File: src/core/cnt16_pkg.sv
// Contract
// - Source select and sync bits pick timer, synchronous counter or asynchronous counter operation.
// - Source select 0 counts one tick per instruction cycle (clock divided by four).
// - Source select 1 counts rising edges of external pin or oscillator when enabled.
// - While on, both oscillator pins are inputs and read as zero on the port.
// - Wide access enable maps the high byte address onto a buffer register.
// - In wide mode a low byte read copies the live high byte into the buffer.
// - In wide mode high writes go to buffer, moved to counter on low write.
// - In wide mode the live high byte has no direct read or write path.
// - Low byte writes clear the prescaler; high byte writes leave it alone.
// - Oscillator enable bit turns the low-power oscillator on, clearing it turns it off.
// - Once enabled, the oscillator keeps running in every power-managed mode.
// - System clock select 01 clocks CPU and peripherals from the timer oscillator.
// - Idle enable clear plus sleep while on the timer oscillator enters secondary idle.
// - Read-only status bit 6 is set while the timer oscillator drives the system clock.
// - The sixteen-bit pair counts up from 0000h to FFFFh then wraps to 0000h.
// - Each overflow sets and holds the overflow flag, bit 0 of the flag register.
// - An overflow interrupt request is raised only when enable bit 0 is set.
// - A compare unit special event trigger resets the counter.
// - A software counter write in the same cycle as a trigger wins over the reset.
// - A trigger reset never sets the overflow flag.
// - Counter on bit 0 enables counting; clearing it stops counting.
// - Prescale field bits 5:4 selects 1:1, 1:2, 1:4 or 1:8.
// - External source is synchronised while the sync bit is clear; ignored for internal clock.
package cnt16_pkg;
   localparam logic [2:0] ADDR_CONTROL = 3'h0;
   localparam logic [2:0] ADDR_LOW = 3'h1;
   localparam logic [2:0] ADDR_HIGH = 3'h2;
   localparam logic [2:0] ADDR_IRQ_FLAGS = 3'h3;
   localparam logic [2:0] ADDR_IRQ_ENABLE = 3'h4;
   localparam logic [2:0] ADDR_OSC_CONTROL = 3'h5;
   localparam logic [2:0] ADDR_PORT = 3'h6;
   localparam int BIT_ON = 0;
   localparam int BIT_SRC = 1;
   localparam int BIT_SYNC = 2;
   localparam int BIT_OSCEN = 3;
   localparam int BIT_PS_LO = 4;
   localparam int BIT_RUN = 6;
   localparam int BIT_WIDE = 7;
   localparam int BIT_IDLE_ON_SLEEP_ENABLE = 7;
   localparam logic [1:0] SCS_TIMER_OSC = 2'h1;
   localparam logic [3:0] MODE_SPECIAL_TRIGGER = 4'hB;
   localparam logic [7:0] CONTROL_RESET = 8'h00;
   localparam logic [15:0] COUNT_RESET = 16'h0000;
   localparam logic [15:0] COUNT_MAX = 16'hFFFF;
   localparam logic [1:0] INSTR_DIV_LAST = 2'h3;
   typedef struct packed {
      logic [2:0] addr;
      logic [7:0] wdata;
      logic wr;
      logic rd;
   } bus_req_t;
   typedef enum logic [1:0] {
      PM_RUN = 2'b00,
      PM_SEC_RUN = 2'b01,
      PM_SEC_IDLE = 2'b10,
      PM_SLEEP = 2'b11
   } pm_state_t;
endpackage

File: src/core/cnt16.sv
// Our own choices: the placing of the registers and the plain strobed port.
`timescale 1ns/1ps
`default_nettype none
module cnt16
   import cnt16_pkg::*;
(
   input wire logic mclk,
   input wire logic sys_rst,
   input wire bus_req_t bus,
   output logic [7:0] rdata,
   input wire logic ext_clk_in,
   input wire logic osc_clk_in,
   input wire logic [1:0] port_pins_in,
   input wire logic [1:0] port_direction_bits,
   input wire logic sleep_exec,
   input wire logic wake_event,
   input wire logic special_trigger,
   input wire logic [3:0] compare_unit_mode_field,
   input wire logic compare_uses_timer,
   output logic low_power_osc_run,
   output logic [1:0] osc_pins_oe,
   output logic overflow_irq,
   output logic sysclk_from_osc,
   output logic cpu_clock_gate
);
   ////////////////////////////////////////////////////////////////
   logic [7:0] control;
   logic [7:0] count_low_byte;
   logic [7:0] count_high_byte;
   logic [7:0] high_buffer;
   logic overflow_flag;
   logic overflow_irq_enable;
   logic idle_on_sleep_enable;
   logic [1:0] system_clock_select;
   pm_state_t pm_state;
   pm_state_t next_pm_state;
   logic [1:0] instr_div;
   logic [2:0] prescaler;
   logic [2:0] ext_sync;
   logic [2:0] pin_sync0;
   logic [2:0] pin_sync1;
   logic src_prev;

   wire counter_on = control[BIT_ON];
   wire count_source_select = control[BIT_SRC];
   wire ext_clock_sync_select = control[BIT_SYNC];
   wire low_power_osc_enable = control[BIT_OSCEN];
   wire [1:0] input_prescale_select = control[BIT_PS_LO+1:BIT_PS_LO];
   wire wide_access_enable = control[BIT_WIDE];
   wire osc_drives_sysclk_flag = (pm_state == PM_SEC_RUN) || (pm_state == PM_SEC_IDLE);

   wire wr_ctl = bus.wr && bus.addr == ADDR_CONTROL;
   wire wr_low = bus.wr && bus.addr == ADDR_LOW;
   wire wr_high = bus.wr && bus.addr == ADDR_HIGH;
   wire wr_flags = bus.wr && bus.addr == ADDR_IRQ_FLAGS;
   wire wr_ien = bus.wr && bus.addr == ADDR_IRQ_ENABLE;
   wire wr_osc = bus.wr && bus.addr == ADDR_OSC_CONTROL;
   wire rd_low = bus.rd && bus.addr == ADDR_LOW;

   ////////////////////////////////////////////////////////////////
   // The oscillator is a pin in this model; edges are only trusted once the
   // second and third stages agree, while the unsynchronised path does not wait.
   wire osc_src = low_power_osc_enable ? osc_clk_in : ext_clk_in;
   wire ext_edge = ext_sync[1] && ext_sync[2] && !src_prev;
   // Unsynchronised counting takes the edge one stage earlier; software must
   // not rely on trigger reset there because the edge may race it.
   wire ext_edge_async = ext_sync[1] && !ext_sync[2];
   wire instr_tick = instr_div == INSTR_DIV_LAST;
   wire src_tick = count_source_select ? (ext_clock_sync_select ? ext_edge_async : ext_edge)
                                       : instr_tick;
   wire [2:0] ps_mask = (3'h1 << input_prescale_select) - 3'h1;
   wire ps_tick = counter_on && src_tick && ((prescaler & ps_mask) == ps_mask);
   wire [16:0] count_inc = {1'b0, count_high_byte, count_low_byte} + 17'h1;
   wire wrap = ps_tick && {count_high_byte, count_low_byte} == COUNT_MAX;
   wire trig_reset = special_trigger && compare_uses_timer &&
                     compare_unit_mode_field == MODE_SPECIAL_TRIGGER;
   wire sw_count_write = wr_low || (wr_high && !wide_access_enable);

   ////////////////////////////////////////////////////////////////
   always_ff @(posedge mclk) begin
      if (sys_rst) begin
         ext_sync <= 3'h0;
         pin_sync0 <= 3'h0;
         pin_sync1 <= 3'h0;
         src_prev <= 1'b0;
         instr_div <= 2'h0;
      end else begin
         ext_sync <= {ext_sync[1:0], osc_src};
         pin_sync0 <= {pin_sync0[1:0], port_pins_in[0]};
         pin_sync1 <= {pin_sync1[1:0], port_pins_in[1]};
         if (ext_sync[1] == ext_sync[2]) begin
            src_prev <= ext_sync[2];
         end
         instr_div <= instr_div + 2'h1;
      end
   end

   always_ff @(posedge mclk) begin
      if (sys_rst || wr_low) begin
         prescaler <= 3'h0;
      end else if (counter_on && src_tick) begin
         prescaler <= prescaler + 3'h1;
      end
   end

   always_ff @(posedge mclk) begin
      if (sys_rst) begin
         control <= CONTROL_RESET;
      end else if (wr_ctl) begin
         control <= {bus.wdata[7], 1'b0, bus.wdata[5:0]};
      end
   end

   ////////////////////////////////////////////////////////////////
   always_ff @(posedge mclk) begin
      if (sys_rst) begin
         count_low_byte <= COUNT_RESET[7:0];
         count_high_byte <= COUNT_RESET[15:8];
         high_buffer <= 8'h00;
      end else begin
         if (sw_count_write) begin
            if (wr_low) begin
               count_low_byte <= bus.wdata;
               if (wide_access_enable) begin
                  count_high_byte <= high_buffer;
               end
            end else begin
               count_high_byte <= bus.wdata;
            end
         end else if (trig_reset) begin
            count_low_byte <= COUNT_RESET[7:0];
            count_high_byte <= COUNT_RESET[15:8];
         end else if (ps_tick) begin
            count_low_byte <= count_inc[7:0];
            count_high_byte <= count_inc[15:8];
         end
         if (wr_high && wide_access_enable) begin
            high_buffer <= bus.wdata;
         end else if (rd_low && wide_access_enable) begin
            high_buffer <= count_high_byte;
         end
      end
   end

   // Trigger reset overrides the tick, so a wrap under it never flags.
   wire ovf_event = wrap && !sw_count_write && !trig_reset;

   always_ff @(posedge mclk) begin
      if (sys_rst) begin
         overflow_flag <= 1'b0;
         overflow_irq_enable <= 1'b0;
         overflow_irq <= 1'b0;
      end else begin
         if (ovf_event) begin
            overflow_flag <= 1'b1;
         end else if (wr_flags) begin
            overflow_flag <= bus.wdata[0];
         end
         if (wr_ien) begin
            overflow_irq_enable <= bus.wdata[0];
         end
         overflow_irq <= (overflow_flag || ovf_event) && overflow_irq_enable;
      end
   end

   ////////////////////////////////////////////////////////////////
   always_comb begin
      next_pm_state = pm_state;
      case (pm_state)
         PM_RUN: begin
            if (system_clock_select == SCS_TIMER_OSC) begin
               next_pm_state = PM_SEC_RUN;
            end else if (sleep_exec) begin
               next_pm_state = PM_SLEEP;
            end
         end
         PM_SEC_RUN: begin
            if (system_clock_select != SCS_TIMER_OSC) begin
               next_pm_state = PM_RUN;
            end else if (sleep_exec) begin
               next_pm_state = idle_on_sleep_enable ? PM_SLEEP : PM_SEC_IDLE;
            end
         end
         PM_SEC_IDLE: begin
            if (wake_event) begin
               next_pm_state = PM_SEC_RUN;
            end
         end
         PM_SLEEP: begin
            if (wake_event) begin
               next_pm_state = (system_clock_select == SCS_TIMER_OSC) ? PM_SEC_RUN : PM_RUN;
            end
         end
         default: begin
            next_pm_state = PM_RUN;
         end
      endcase
   end

   always_ff @(posedge mclk) begin
      if (sys_rst) begin
         pm_state <= PM_RUN;
         system_clock_select <= 2'h0;
         idle_on_sleep_enable <= 1'b0;
      end else begin
         pm_state <= next_pm_state;
         if (wr_osc) begin
            system_clock_select <= bus.wdata[1:0];
            idle_on_sleep_enable <= bus.wdata[BIT_IDLE_ON_SLEEP_ENABLE];
         end
      end
   end

   ////////////////////////////////////////////////////////////////
   // The oscillator enable ignores the power state, so it runs through
   // every sleep and idle mode; start-up delay is left to software.
   always_ff @(posedge mclk) begin
      if (sys_rst) begin
         low_power_osc_run <= 1'b0;
         osc_pins_oe <= 2'h0;
         sysclk_from_osc <= 1'b0;
         cpu_clock_gate <= 1'b1;
      end else begin
         low_power_osc_run <= low_power_osc_enable;
         osc_pins_oe <= counter_on ? 2'h0 : ~port_direction_bits;
         sysclk_from_osc <= osc_drives_sysclk_flag;
         cpu_clock_gate <= (next_pm_state == PM_RUN) || (next_pm_state == PM_SEC_RUN);
      end
   end

   wire [7:0] port_read = counter_on ? 8'h00 : {6'h00, pin_sync1[2], pin_sync0[2]};
   wire [7:0] control_read = {control[7], osc_drives_sysclk_flag, control[5:0]};
   wire [7:0] high_read = wide_access_enable ? high_buffer : count_high_byte;
   wire [7:0] read_mux =
      (bus.addr == ADDR_CONTROL) ? control_read :
      (bus.addr == ADDR_LOW) ? count_low_byte :
      (bus.addr == ADDR_HIGH) ? high_read :
      (bus.addr == ADDR_IRQ_FLAGS) ? {7'h00, overflow_flag} :
      (bus.addr == ADDR_IRQ_ENABLE) ? {7'h00, overflow_irq_enable} :
      (bus.addr == ADDR_OSC_CONTROL) ? {idle_on_sleep_enable, 5'h00, system_clock_select} :
      (bus.addr == ADDR_PORT) ? port_read : 8'h00;

   always_ff @(posedge mclk) begin
      if (sys_rst) begin
         rdata <= 8'h00;
      end else begin
         rdata <= bus.rd ? read_mux : 8'h00;
      end
   end
endmodule
`default_nettype wire

File: config.mk
export PLATFORM = sky130hd
export DESIGN_NAME = cnt16
export DESIGN_NICKNAME = d
export VERILOG_FILES = /design/src/core/cnt16_pkg.sv /design/src/core/cnt16.sv
export SDC_FILE = /design/constraint.sdc
export NUM_CORES = 1
export LEC_CHECK = 0
export ABC_AREA = 1
export BUFFER_PORTS_ARGS = -buffer_cell sky130_fd_sc_hd__buf_2
export CORE_MARGIN = 10
export CORE_UTILIZATION = 25
export DETAILED_ROUTE_END_ITERATION = 8
export SLEW_MARGIN = 0
export SYNTH_ARGS = -nofsm -noshare
export SYNTH_HDL_FRONTEND = slang
export SYNTH_SLANG_ARGS = --single-unit
export TNS_END_PERCENT = 30
File: constraint.sdc
create_clock -name mclk -period 1.45 [get_ports mclk]
set_input_delay 0.29 -clock mclk [delete_from_list [all_inputs] [get_ports mclk]]
set_output_delay 0.29 -clock mclk [all_outputs]
set_load 0.01 [all_outputs]
==> key figures, run 1 <==
Status
  – Status: complete, but fails checks
  – Failing checks: negative setup slack

STA
  – Fmax: 671 MHz
  – Slew Viols, Final: 0
  – Relative slew slack: 75.4%
  – Count of final hold-check violations: 0
  – Hold Slack: ~0.11 ns
  – Setup WS post-layout: -0.0398 ns
  – Setup TNS: -0.0663 ns
  – Endpoints failing setup: 3
  – Setup repair after global routing missed its margin: yes
  – Worst-margin pin slew: 0.365 ns
  – Final Skew: ~0.0067 ns
  – Final Critical Period: around 1.5 ns
  – Final worst path period share: 103%

Synth
  – Mapped Cells: 528
  – Avg Cell Area, Syn: 6.80 sq um
  – Synthesized area: 3590 sq um
  – Yosys cell types: 37
  – Seq/Total Area, Yosys: between 30% and 40%
  – Post-synthesis register bit count: 67
  – Syn. warnings: 0
  – Mapped Nets: 566
  – Leading area contributor after synthesis: dfxtp_1
  – Top post-synthesis cells by area: dfxtp_1 37%, nand2_1 12%, inv_1 7.5%, nor2_1 7.0%, o21ai_0 6.6%
  – Synth top area share: a little under two fifths

GRT
  – Vias in the first global route: 3692
  – Met1 Usage GRT: 14.8%
  – Total gr overflow: 0
  – First-pass GRT wire length: 18.8 mm
  – Met2 Use GR: 18.7%
  – GRT Util Overall: a little under an eighth
  – GR peak layer: met2
  – Largest net degree at the start of global routing: 32
  – Initial antenna violation count: 0
  – Met3 usage: 2.69%

Critical path
  – Worst path slowest cell: dfxtp_2
  – Critical Path Sink: count_high_byte[6]
  – Setup crit end kind: register
  – Delay-heaviest family, CP: simple AND/OR/NAND/NOR gates
  – Data arrival, critical path: between 1.5 and 2 ns
  – Startpoint Class: register
  – R2r setup slk: -0.04 ns
  – Crit path depth: 10
  – Reg2Reg Launch Point: count_low_byte[1]
  – Critical-path cell list: ha_2, nand3_2, inv_2, nand3_2, buf_4, nor2_2, xor2_1, nor2_1, nor2_1, nor2_1
  – Reg-to-Reg End: count_high_byte[6]
  – Crit-path max cell delay: 0.35 ns
  – Crit path kind: register to register
  – R2r worst-path depth: 10
  – Max FO, Critical Path: 4
  – Buf/Inv on CP: 2
  – CP required: 1.67 ns
  – Crit. Startpoint: count_low_byte[1]
  – Cell mode on critical path: nor2_1

Power and ir drop
  – Leak: 2.28 nW
  – Maximum vdd drop: 0.659 mV
  – Pwr dens: slightly below 1000 nW/um^2

Floorplan
  – Starting density of the core: around a quarter
  – # rows: 43
  – CORE AREA: 14000 sq um
  – Die Width: 140 um
  – Boundary pin count: 43
  – Die area: 19600 sq um
  – Die Y: between 100 and 150 um

Route
  – Initial DRC count: ~200
  – DRT antenna net count: 0
  – DR vias/cell: 4.56
  – TritonRoute pass-1 iters: 5
  – DRC Markers: 0
  – DR WL/cell: 13.9 um
  – Vias: 3798
  – Post-Route WL: roughly 12 mm

CTS
  – CTS H-Tree Depth: 3
  – CTS Buffer Depth: 2
  – Worst-path clk slew: roughly 0.06 ns
  – Root buffer cell: clkbuf_16
  – Worst skew pair latency: 0.34 ns
  – TritonCTS buffer count: 9
  – Post-CTS Hold Buffers: 0
  – Clock Sinks: 67
  – CTS tree: yes

Placed design
  – Placer Congestion: 0.956
  – I/O Buffers: 42
  – Post-DP HPWL: 8.86 mm
  – Worst slack at placement: -0.225 ns

Layout
  – Ratio of cells with drive above 1 in the final layout: 30.8%
  – Number of inserted diodes: 0
  – Most frequent cells in the layout: 108 x nand2_1, 75 x buf_4, 69 x inv_1
  – Commonest non-fill, non-tap cell in the layout: nand2_1
  – Multi-input logic area: 2060 sq um
  – Fill count: 1465
  – P&R area growth vs syn: 41.7%
  – Register area: 1360 sq um
  – Final #Nets: between 600 and 700

Run
  – Max-capacitance violation count: 0

Min path
  – HP Class: input pin to register
-- registers in the layout, summed over array words and instances (netlist names) --
signal                cells
ext_sync                  3
system_clock_select       2
pin_sync0                 3
low_power_osc_run         1
src_prev                  1
osc_pins_oe               2
count_high_byte           8
pin_sync1                 3
prescaler                 3
control                   7
count_low_byte            8
cpu_clock_gate            1
overflow_flag             1
instr_div                 2
overflow_irq_enable       1
pm_state                  2
high_buffer               8
overflow_irq              1
rdata                     8
sysclk_from_osc           1
idle_on_sleep_enable      1
-- cells in the mapped netlist, drive strengths merged --
cell type / instances
nand2: 120
inv: 77
nor2: 70
dfxtp: 67
o21ai: 47
a21oi: 40
nand3: 35
nor3: 13
ha: 9
buf: 7
nand4: 6
xor2: 6
clkbuf: 5
o22ai: 5
a31oi: 4
o221ai: 4
or2: 3
clkinv: 2
o21bai: 2
a21boi: 1
nand3b: 1
nor4: 1
o211ai: 1
o2bb2ai: 1
o41ai: 1
-- report_power, final --
group | total (W) | switching, W | internal [W]
registers | 0.00196 | 0.0000437 | 0.00191
logic | 0.000598 | 0.000355 | 0.000243
clock network | 0.00241 | 0.000890 | 0.00152
-- stage by stage --
stage | total power, W | area, sq um | utilization [%] | cells
after floorplan | 0.00229 | 3590 | - | 528
after global placement | 0.00255 | 4560 | 32.6 | 815
after detailed placement | 0.00256 | 4560 | 32.6 | 815
after CTS | 0.00497 | 5000 | 35.8 | 831
after global routing | 0.00514 | 5090 | 36.4 | 832
final | 0.00496 | 5090 | 36.4 | 832
-- layer usage --
layer / vias up / routed length (um)
met5: - / 0
met3: 22 / 659
met2: 108 / 5400
li1: 1948 / -
met4: 0 / 253
met1: 1720 / 5270
-- worst min-delay path by stage --
stage / start / endpoint / slack (ns) / cells after the start
finish: port_direction_bits[0] / osc_pins_oe[0] / 0.11 / 2
detailed placement: pin_sync1[1] / pin_sync1[2] / 0.40 / 2
floorplan: port_direction_bits[1] / osc_pins_oe[1] / 0.36 / 1
global route: port_direction_bits[1] / osc_pins_oe[1] / 0.12 / 2
CTS: port_direction_bits[0] / osc_pins_oe[0] / 0.1 / 2
global placement: ext_sync[0] / ext_sync[1] / 0.39 / 2
-- timing repair --
action / 4_1_cts / 5_1_grt
endpoints found under the setup margin: 29 / 29
gates cloned: 1 / 0
pin swaps: 11 / 9
gates resized for setup: 33 / 27
setup buffers: 0 / 1
-- worst register-to-register path, cell delays in order, from the launching register on --
cell,delay (ns)
dfxtp_2,0.35
ha_2,0.19
nand3_2,0.09
inv_2,0.07
nand3_2,0.07
buf_4,0.15
nor2_2,0.11
xor2_1,0.15
nor2_1,0.06
nor2_1,0.10
nor2_1,0.04
-- final cells by class --
cell class | count | share of cell area (%)
clock buffer | 9 | 4.43
tap | 180 | 4.43
sequential | 67 | 26.7
inverter | 79 | 6.03
timing repair buffer | 119 | 16.0
clock inverter | 7 | 1.94
multi-input combinational | 371 | 40.5
-- logic make-up after synthesis --
kind of cell	count (synthesis)	share of synthesized area, %
XOR/XNOR	6	1.46
flip-flops	67	37.4
AND/OR/NAND/NOR	249	31.6
adder cells (fa/ha/maj)	9	3.14
AO/OA/AOI/OAI	106	16.0
buffers and inverters	91	10.4
Note: power is estimated with default switching activity, not from simulation.
==> run 2, diff against run 1 <==
--- a/config.mk
+++ b/config.mk
@@ -6,10 +6,13 @@
 export NUM_CORES = 1
 export LEC_CHECK = 0
 export ABC_AREA = 1
-export BUFFER_PORTS_ARGS = -buffer_cell sky130_fd_sc_hd__buf_2
+export CELL_PAD_IN_SITES_DETAIL_PLACEMENT = 0
+export CELL_PAD_IN_SITES_GLOBAL_PLACEMENT = 1
 export CORE_MARGIN = 10
 export CORE_UTILIZATION = 25
 export DETAILED_ROUTE_END_ITERATION = 8
+export DONT_BUFFER_PORTS = 1
+export PLACE_DENSITY = 0.58
 export SLEW_MARGIN = 0
 export SYNTH_ARGS = -nofsm -noshare
 export SYNTH_HDL_FRONTEND = slang
==> key figures, run 2 (same netlist as run 1, synthesis figures left out) <==
Route
  – DRC Markers: 0
  – TritonRoute pass-1 iters: 6
  – Initial DRC count: ~210
  – DR WL/cell: 16.3 um
  – Vias: 3695
  – DRT antenna net count: 0
  – DR vias/cell: 4.60
  – Post-Route WL: 13.1 mm

Critical path
  – Crit path kind: register to register
  – Data arrival, critical path: 1.71 ns
  – Setup crit end kind: register
  – CP required: 1.67 ns
  – Max FO, Critical Path: 4
  – Startpoint Class: register
  – R2r setup slk: -0.05 ns

Placed design
  – Worst slack at placement: -0.228 ns
  – Post-DP HPWL: 10.0 mm
  – I/O Buffers: 0
  – Placer Congestion: 0.887
  – Placed Cells: 776

STA
  – Final worst path period share: 103%
  – Worst-margin pin slew: 0.410 ns
  – Setup repair after global routing missed its margin: yes
  – Relative slew slack: between 70 and 80%
  – Final Critical Period: 1.50 ns
  – Count of final hold-check violations: 0
  – Fmax: roughly 670 MHz
  – Setup WS post-layout: -0.0478 ns
  – Final Skew: 0.00757 ns
  – Slew Viols, Final: 0
  – Endpoints failing setup: 13

Floorplan
  – Die area: 19600 sq um
  – # rows: 43
  – Boundary pin count: 43
  – Starting density of the core: 25.7%
  – Die Width: 140 um
  – CORE AREA: 14000 sq um
  – Die Y: between 100 and 150 um

CTS
  – Clock Sinks: 67
  – CTS H-Tree Depth: 3
  – Worst-path clk slew: 0.06 ns
  – CTS Buffer Depth: 2
  – CTS tree: yes
  – TritonCTS buffer count: 9
  – Worst skew pair latency: 0.34 ns
  – Root buffer cell: clkbuf_16

GRT
  – GRT Util Overall: 13.0%
  – Initial antenna violation count: 0
  – First-pass GRT wire length: a little over 20 mm
  – Largest net degree at the start of global routing: 31
  – Vias in the first global route: ~3700
  – Total gr overflow: 0

Layout
  – Final #Nets: roughly 660
  – Layout Cells excl Fill: 803
  – Commonest non-fill, non-tap cell in the layout: nand2_1
  – Fill count: 1523
  – Number of inserted diodes: 0
  – Ratio of cells with drive above 1 in the final layout: between 20 and 30%
  – Fin util: between 30 and 40%
  – Most frequent cells in the layout: 108 x nand2_1, 74 x buf_4, 67 x inv_1
  – P&R area growth vs syn: 40.5%

Power and ir drop
  – Maximum vdd drop: around 0.52 mV
  – Pwr dens: 930 nW/um^2
  – Total Power: 0.00469 W
  – Leak: around 2.2 nW

Run
  – Max-capacitance violation count: 0

Status
  – Status: complete, but fails checks
  – Failing checks: negative setup slack

Min path
  – HP Class: input pin to register
[run 2: changes by cell type in the layout (fill, tap and decap cells not counted), moves of 3 or more]
| cell | previous run | this run |
|---|---|---|
| nand3_4 | 3 | 6 |
| buf_6 | 0 | 6 |
| dlygate4sd3_1 | 0 | 6 |
| nor2_2 | 3 | 0 |
| o21ai_1 | 4 | 8 |
| nand3_1 | 27 | 24 |
| o21ai_0 | 42 | 38 |
| dfxtp_1 | 57 | 53 |
| buf_2 | 42 | 0 |
| dfxtp_2 | 8 | 12 |
[run 2: path summary, 6_finish.rpt]
path | start | to | cells past startpoint
worst min-delay path | sys_rst | count_high_byte[0] | 1
worst max register to register | ext_sync[1] | count_low_byte[5] | 9
worst min register to register | pin_sync0[1] | pin_sync0[2] | 2
worst max-delay path | ext_sync[1] | count_low_byte[5] | 9
[run 2: per-layer routing]
metal | vias to the layer above | track usage, % | part of all wire [%]
met4 | 0 | 4.95 | 0.89
li1 | 1895 | - | -
met3 | 7 | 4.42 | 6.7
met1 | 1718 | 15.7 | 46
met2 | 75 | 20.9 | 46
met5 | - | 0 | 0
[run 2: power breakdown]
group	leakage, nW	internal [W]	total [W]	switching, W
Combinational	1.48	0.000216	0.000521	0.000305
Sequential	0.552	0.00191	0.00197	0.0000516
Clock	0.139	0.00138	0.00221	0.000831
Total	2.17	0.00351	0.00469	0.00119
[run 2: layout make-up]
class | instances | area (sq um) | share of cell area (%)
multi-input combinational | 371 | 2090 | 41.4
inverter | 79 | 305 | 6.05
timing repair buffer | 90 | 763 | 15.1
clock buffer | 12 | 246 | 4.89
tap | 180 | 225 | 4.46
clock inverter | 4 | 50.0 | 0.992
sequential | 67 | 1360 | 27.0
[run 2: through the flow]
step / hold WS (ns) / area, sq um / TNS (ns)
2_1_floorplan: 0.361 / 3590 / -0.765
3_3_place_gp: 0.362 / 4400 / -3.18
3_5_place_dp: 0.364 / 4400 / -3.75
4_1_cts: 0.000266 / 4890 / -0.188
5_1_grt: 0.00505 / 5040 / -1.80
6_report: 0.0134 / 5040 / -0.231
[run 2: worst max-delay path, stage by stage (launching register included)]
cell      delay, ns
dfxtp_4        0.37
ha_1           0.16
nand3_2        0.06
nand2_2        0.09
nand3_4        0.10
o21bai_4       0.18
nand2_4        0.13
buf_6          0.15
nand3_1        0.07
a21oi_2        0.06
[run 2: timing repair]
action / in CTS / in global routing
buffers inserted: 0 / 4
pin swaps: 14 / 26
hold buffers: 4 / 2
endpoints found under the setup margin: 29 / 30
endpoints found under the hold margin: 2 / 4
cloned: 0 / 1
resized for setup: 46 / 34
==> run 3, diff against run 2 <==
--- a/config.mk
+++ b/config.mk
@@ -8,7 +8,6 @@
 export ABC_AREA = 1
 export CELL_PAD_IN_SITES_DETAIL_PLACEMENT = 0
 export CELL_PAD_IN_SITES_GLOBAL_PLACEMENT = 1
-export CORE_MARGIN = 10
 export CORE_UTILIZATION = 25
 export DETAILED_ROUTE_END_ITERATION = 8
 export DONT_BUFFER_PORTS = 1
==> key figures, run 3 (same netlist as run 1, synthesis figures left out) <==
Status
  – Status: complete, but fails checks
  – Failing checks: negative setup slack

Layout
  – Final #Nets: 655
  – Ratio of cells with drive above 1 in the final layout: 27.9%
  – Fin util: 36.0%
  – Final Instance Area: 5010 sq um
  – Most frequent cells in the layout: 107 x nand2_1, 77 x buf_4, 67 x inv_1
  – Number of inserted diodes: 0
  – P&R area growth vs syn: 39.6%
  – Commonest non-fill, non-tap cell in the layout: nand2_1

Floorplan
  – Boundary pin count: 43
  – Die area: between 10000 and 15000 sq um
  – Die Y: around 120 um
  – CORE AREA: 13900 sq um
  – Die Width: 122 um
  – # rows: 43
  – Starting density of the core: around 26%

STA
  – Relative slew slack: 72.1%
  – Final worst path period share: 108%
  – Final Critical Period: 1.56 ns
  – Final Skew: 0.00564 ns
  – Setup WS post-layout: -0.114 ns
  – Endpoints failing setup: 17
  – Hold Slack: 0.0158 ns
  – Count of final hold-check violations: 0
  – Setup TNS: -1.35 ns
  – Worst-margin pin slew: approximately 0.41 ns
  – Slew Viols, Final: 0
  – Setup repair after global routing missed its margin: yes
  – Fmax: between 600 and 700 MHz

Critical path
  – Crit path kind: register to register
  – Setup crit end kind: register
  – Reg2Reg Launch Point: ext_sync[2]
  – Max FO, Critical Path: 5
  – R2r setup slk: -0.11 ns
  – Startpoint Class: register
  – Data arrival, critical path: 1.83 ns
  – CP required: around 1.7 ns
  – Critical Path Sink: count_low_byte[7]
  – R2r worst-path depth: 11
  – Reg-to-Reg End: count_low_byte[7]
  – Crit. Startpoint: ext_sync[2]

CTS
  – Worst skew pair latency: 0.34 ns
  – Clock Sinks: 67
  – TritonCTS buffer count: 9
  – CTS H-Tree Depth: 3
  – Worst-path clk slew: 0.05 ns
  – CTS Buffer Depth: 2
  – Root buffer cell: clkbuf_16
  – CTS tree: yes

Power and ir drop
  – Flop pwr share: between 40 and 50%
  – Clock Power Share: 44.1%
  – Sw Ratio: 25.6%
  – Cell Int Power: 0.00332 W
  – Total Power: between 0.004 and 0.005 W
  – Pwr dens: 891 nW/um^2
  – Comb pwr share: between 10% and 20%
  – Maximum vdd drop: 0.537 mV
  – Leak: 2.14 nW
  – Sw power: 0.00114 W

Placed design
  – I/O Buffers: 0
  – Placer Congestion: 0.861
  – Dpl cell area: around 4400 sq um
  – Post-DP HPWL: 9.42 mm

Route
  – Initial DRC count: 224
  – DRT antenna net count: 0
  – DR vias/cell: 4.56
  – Post-Route WL: around 12 mm
  – Vias: 3654
  – DRC Markers: 0
  – TritonRoute pass-1 iters: 4
  – DR WL/cell: ~15 um

GRT
  – Largest net degree at the start of global routing: 31
  – First-pass GRT wire length: 19.3 mm
  – Initial antenna violation count: 0
  – Vias in the first global route: 3551
  – GRT Util Overall: 17.7%
  – Total gr overflow: 0

Min path
  – HP Class: input pin to register

Run
  – Max-capacitance violation count: 0
## run 3: changes by cell type in the layout (fill, tap and decap cells not counted), moves of 3 or more
cell	before	now
nand3_4	6	3
ha_4	1	4
dfxtp_1	53	59
nor2_1	64	61
nand3_2	5	9
nor2_2	0	4
dlygate4sd3_1	6	2
dfxtp_2	12	5
buf_4	74	77
## run 3: final cells by class
cell class | count | area, sq um
clock buffers | 12 | 246
clock inverters | 3 | 15.0
fillers | 1500 | 8920
inverters | 79 | 315
multi-input cells | 371 | 2110
flip-flops and latches | 67 | 1360
well taps | 180 | 225
repair buffers | 89 | 737
## run 3: power by group through the flow
stage               logic [W]  registers [W]  clock network [W]
finish               0.000521        0.00197            0.00197
global route         0.000586        0.00198            0.00211
CTS                  0.000487        0.00197            0.00203
detailed placement   0.000454        0.00200                  0
global placement     0.000448        0.00200                  0
floorplan            0.000299        0.00199                  0
## run 3: worst max-delay path: stages (launching register included)
cell and delay (ns):
dfxtp_2 0.36, inv_2 0.06, ha_4 0.15, a21oi_2 0.12, nand2_2 0.07, nand3_4 0.09
o21bai_1 0.08, buf_4 0.16, nand2_8 0.10, buf_6 0.11, nand3_2 0.06, a21oi_2 0.14
## run 3: metrics by stage
stage / std cells / setup slack, ns
floorplan: 528 / -0.0641
global placement: 774 / -0.197
detailed placement: 774 / -0.254
CTS: 796 / -0.0835
global route: 801 / -0.225
finish: 801 / -0.114
## run 3: timing repair
item / 4_1_cts / 5_1_grt
pin swaps: 19 / 26
hold endpoints to repair: 4 / 0
hold buffers: 2 / 0
endpoints found under the setup margin: 30 / 33
resized for setup: 45 / 40
buffers inserted: 5 / 4
gates cloned: 0 / 1
## run 3: layer usage
layer / up-vias / share of wire (%) / track usage, % / routed length [um]
met2: 68 / 47 / 28.1 / 5790
met5: - / 0 / 0 / 0
li1: 1894 / - / - / -
met1: 1681 / 46 / 22.9 / 5750
met4: 0 / 1.5 / 6.56 / 182
met3: 11 / 5.4 / 4.59 / 667
## run 3: worst min path at each step
| stage | from | endpoint | slack [ns] | depth (start not counted) |
|---|---|---|---|---|
| detailed placement | port_direction_bits[1] | osc_pins_oe[1] | 0.36 | 1 |
| CTS | sys_rst | instr_div[0] | 0.0006 | 1 |
| global route | sys_rst | count_low_byte[3] | 0.003 | 1 |
| global placement | port_direction_bits[1] | osc_pins_oe[1] | 0.36 | 1 |
| floorplan | port_direction_bits[1] | osc_pins_oe[1] | 0.36 | 1 |
| finish | sys_rst | instr_div[0] | 0.02 | 1 |
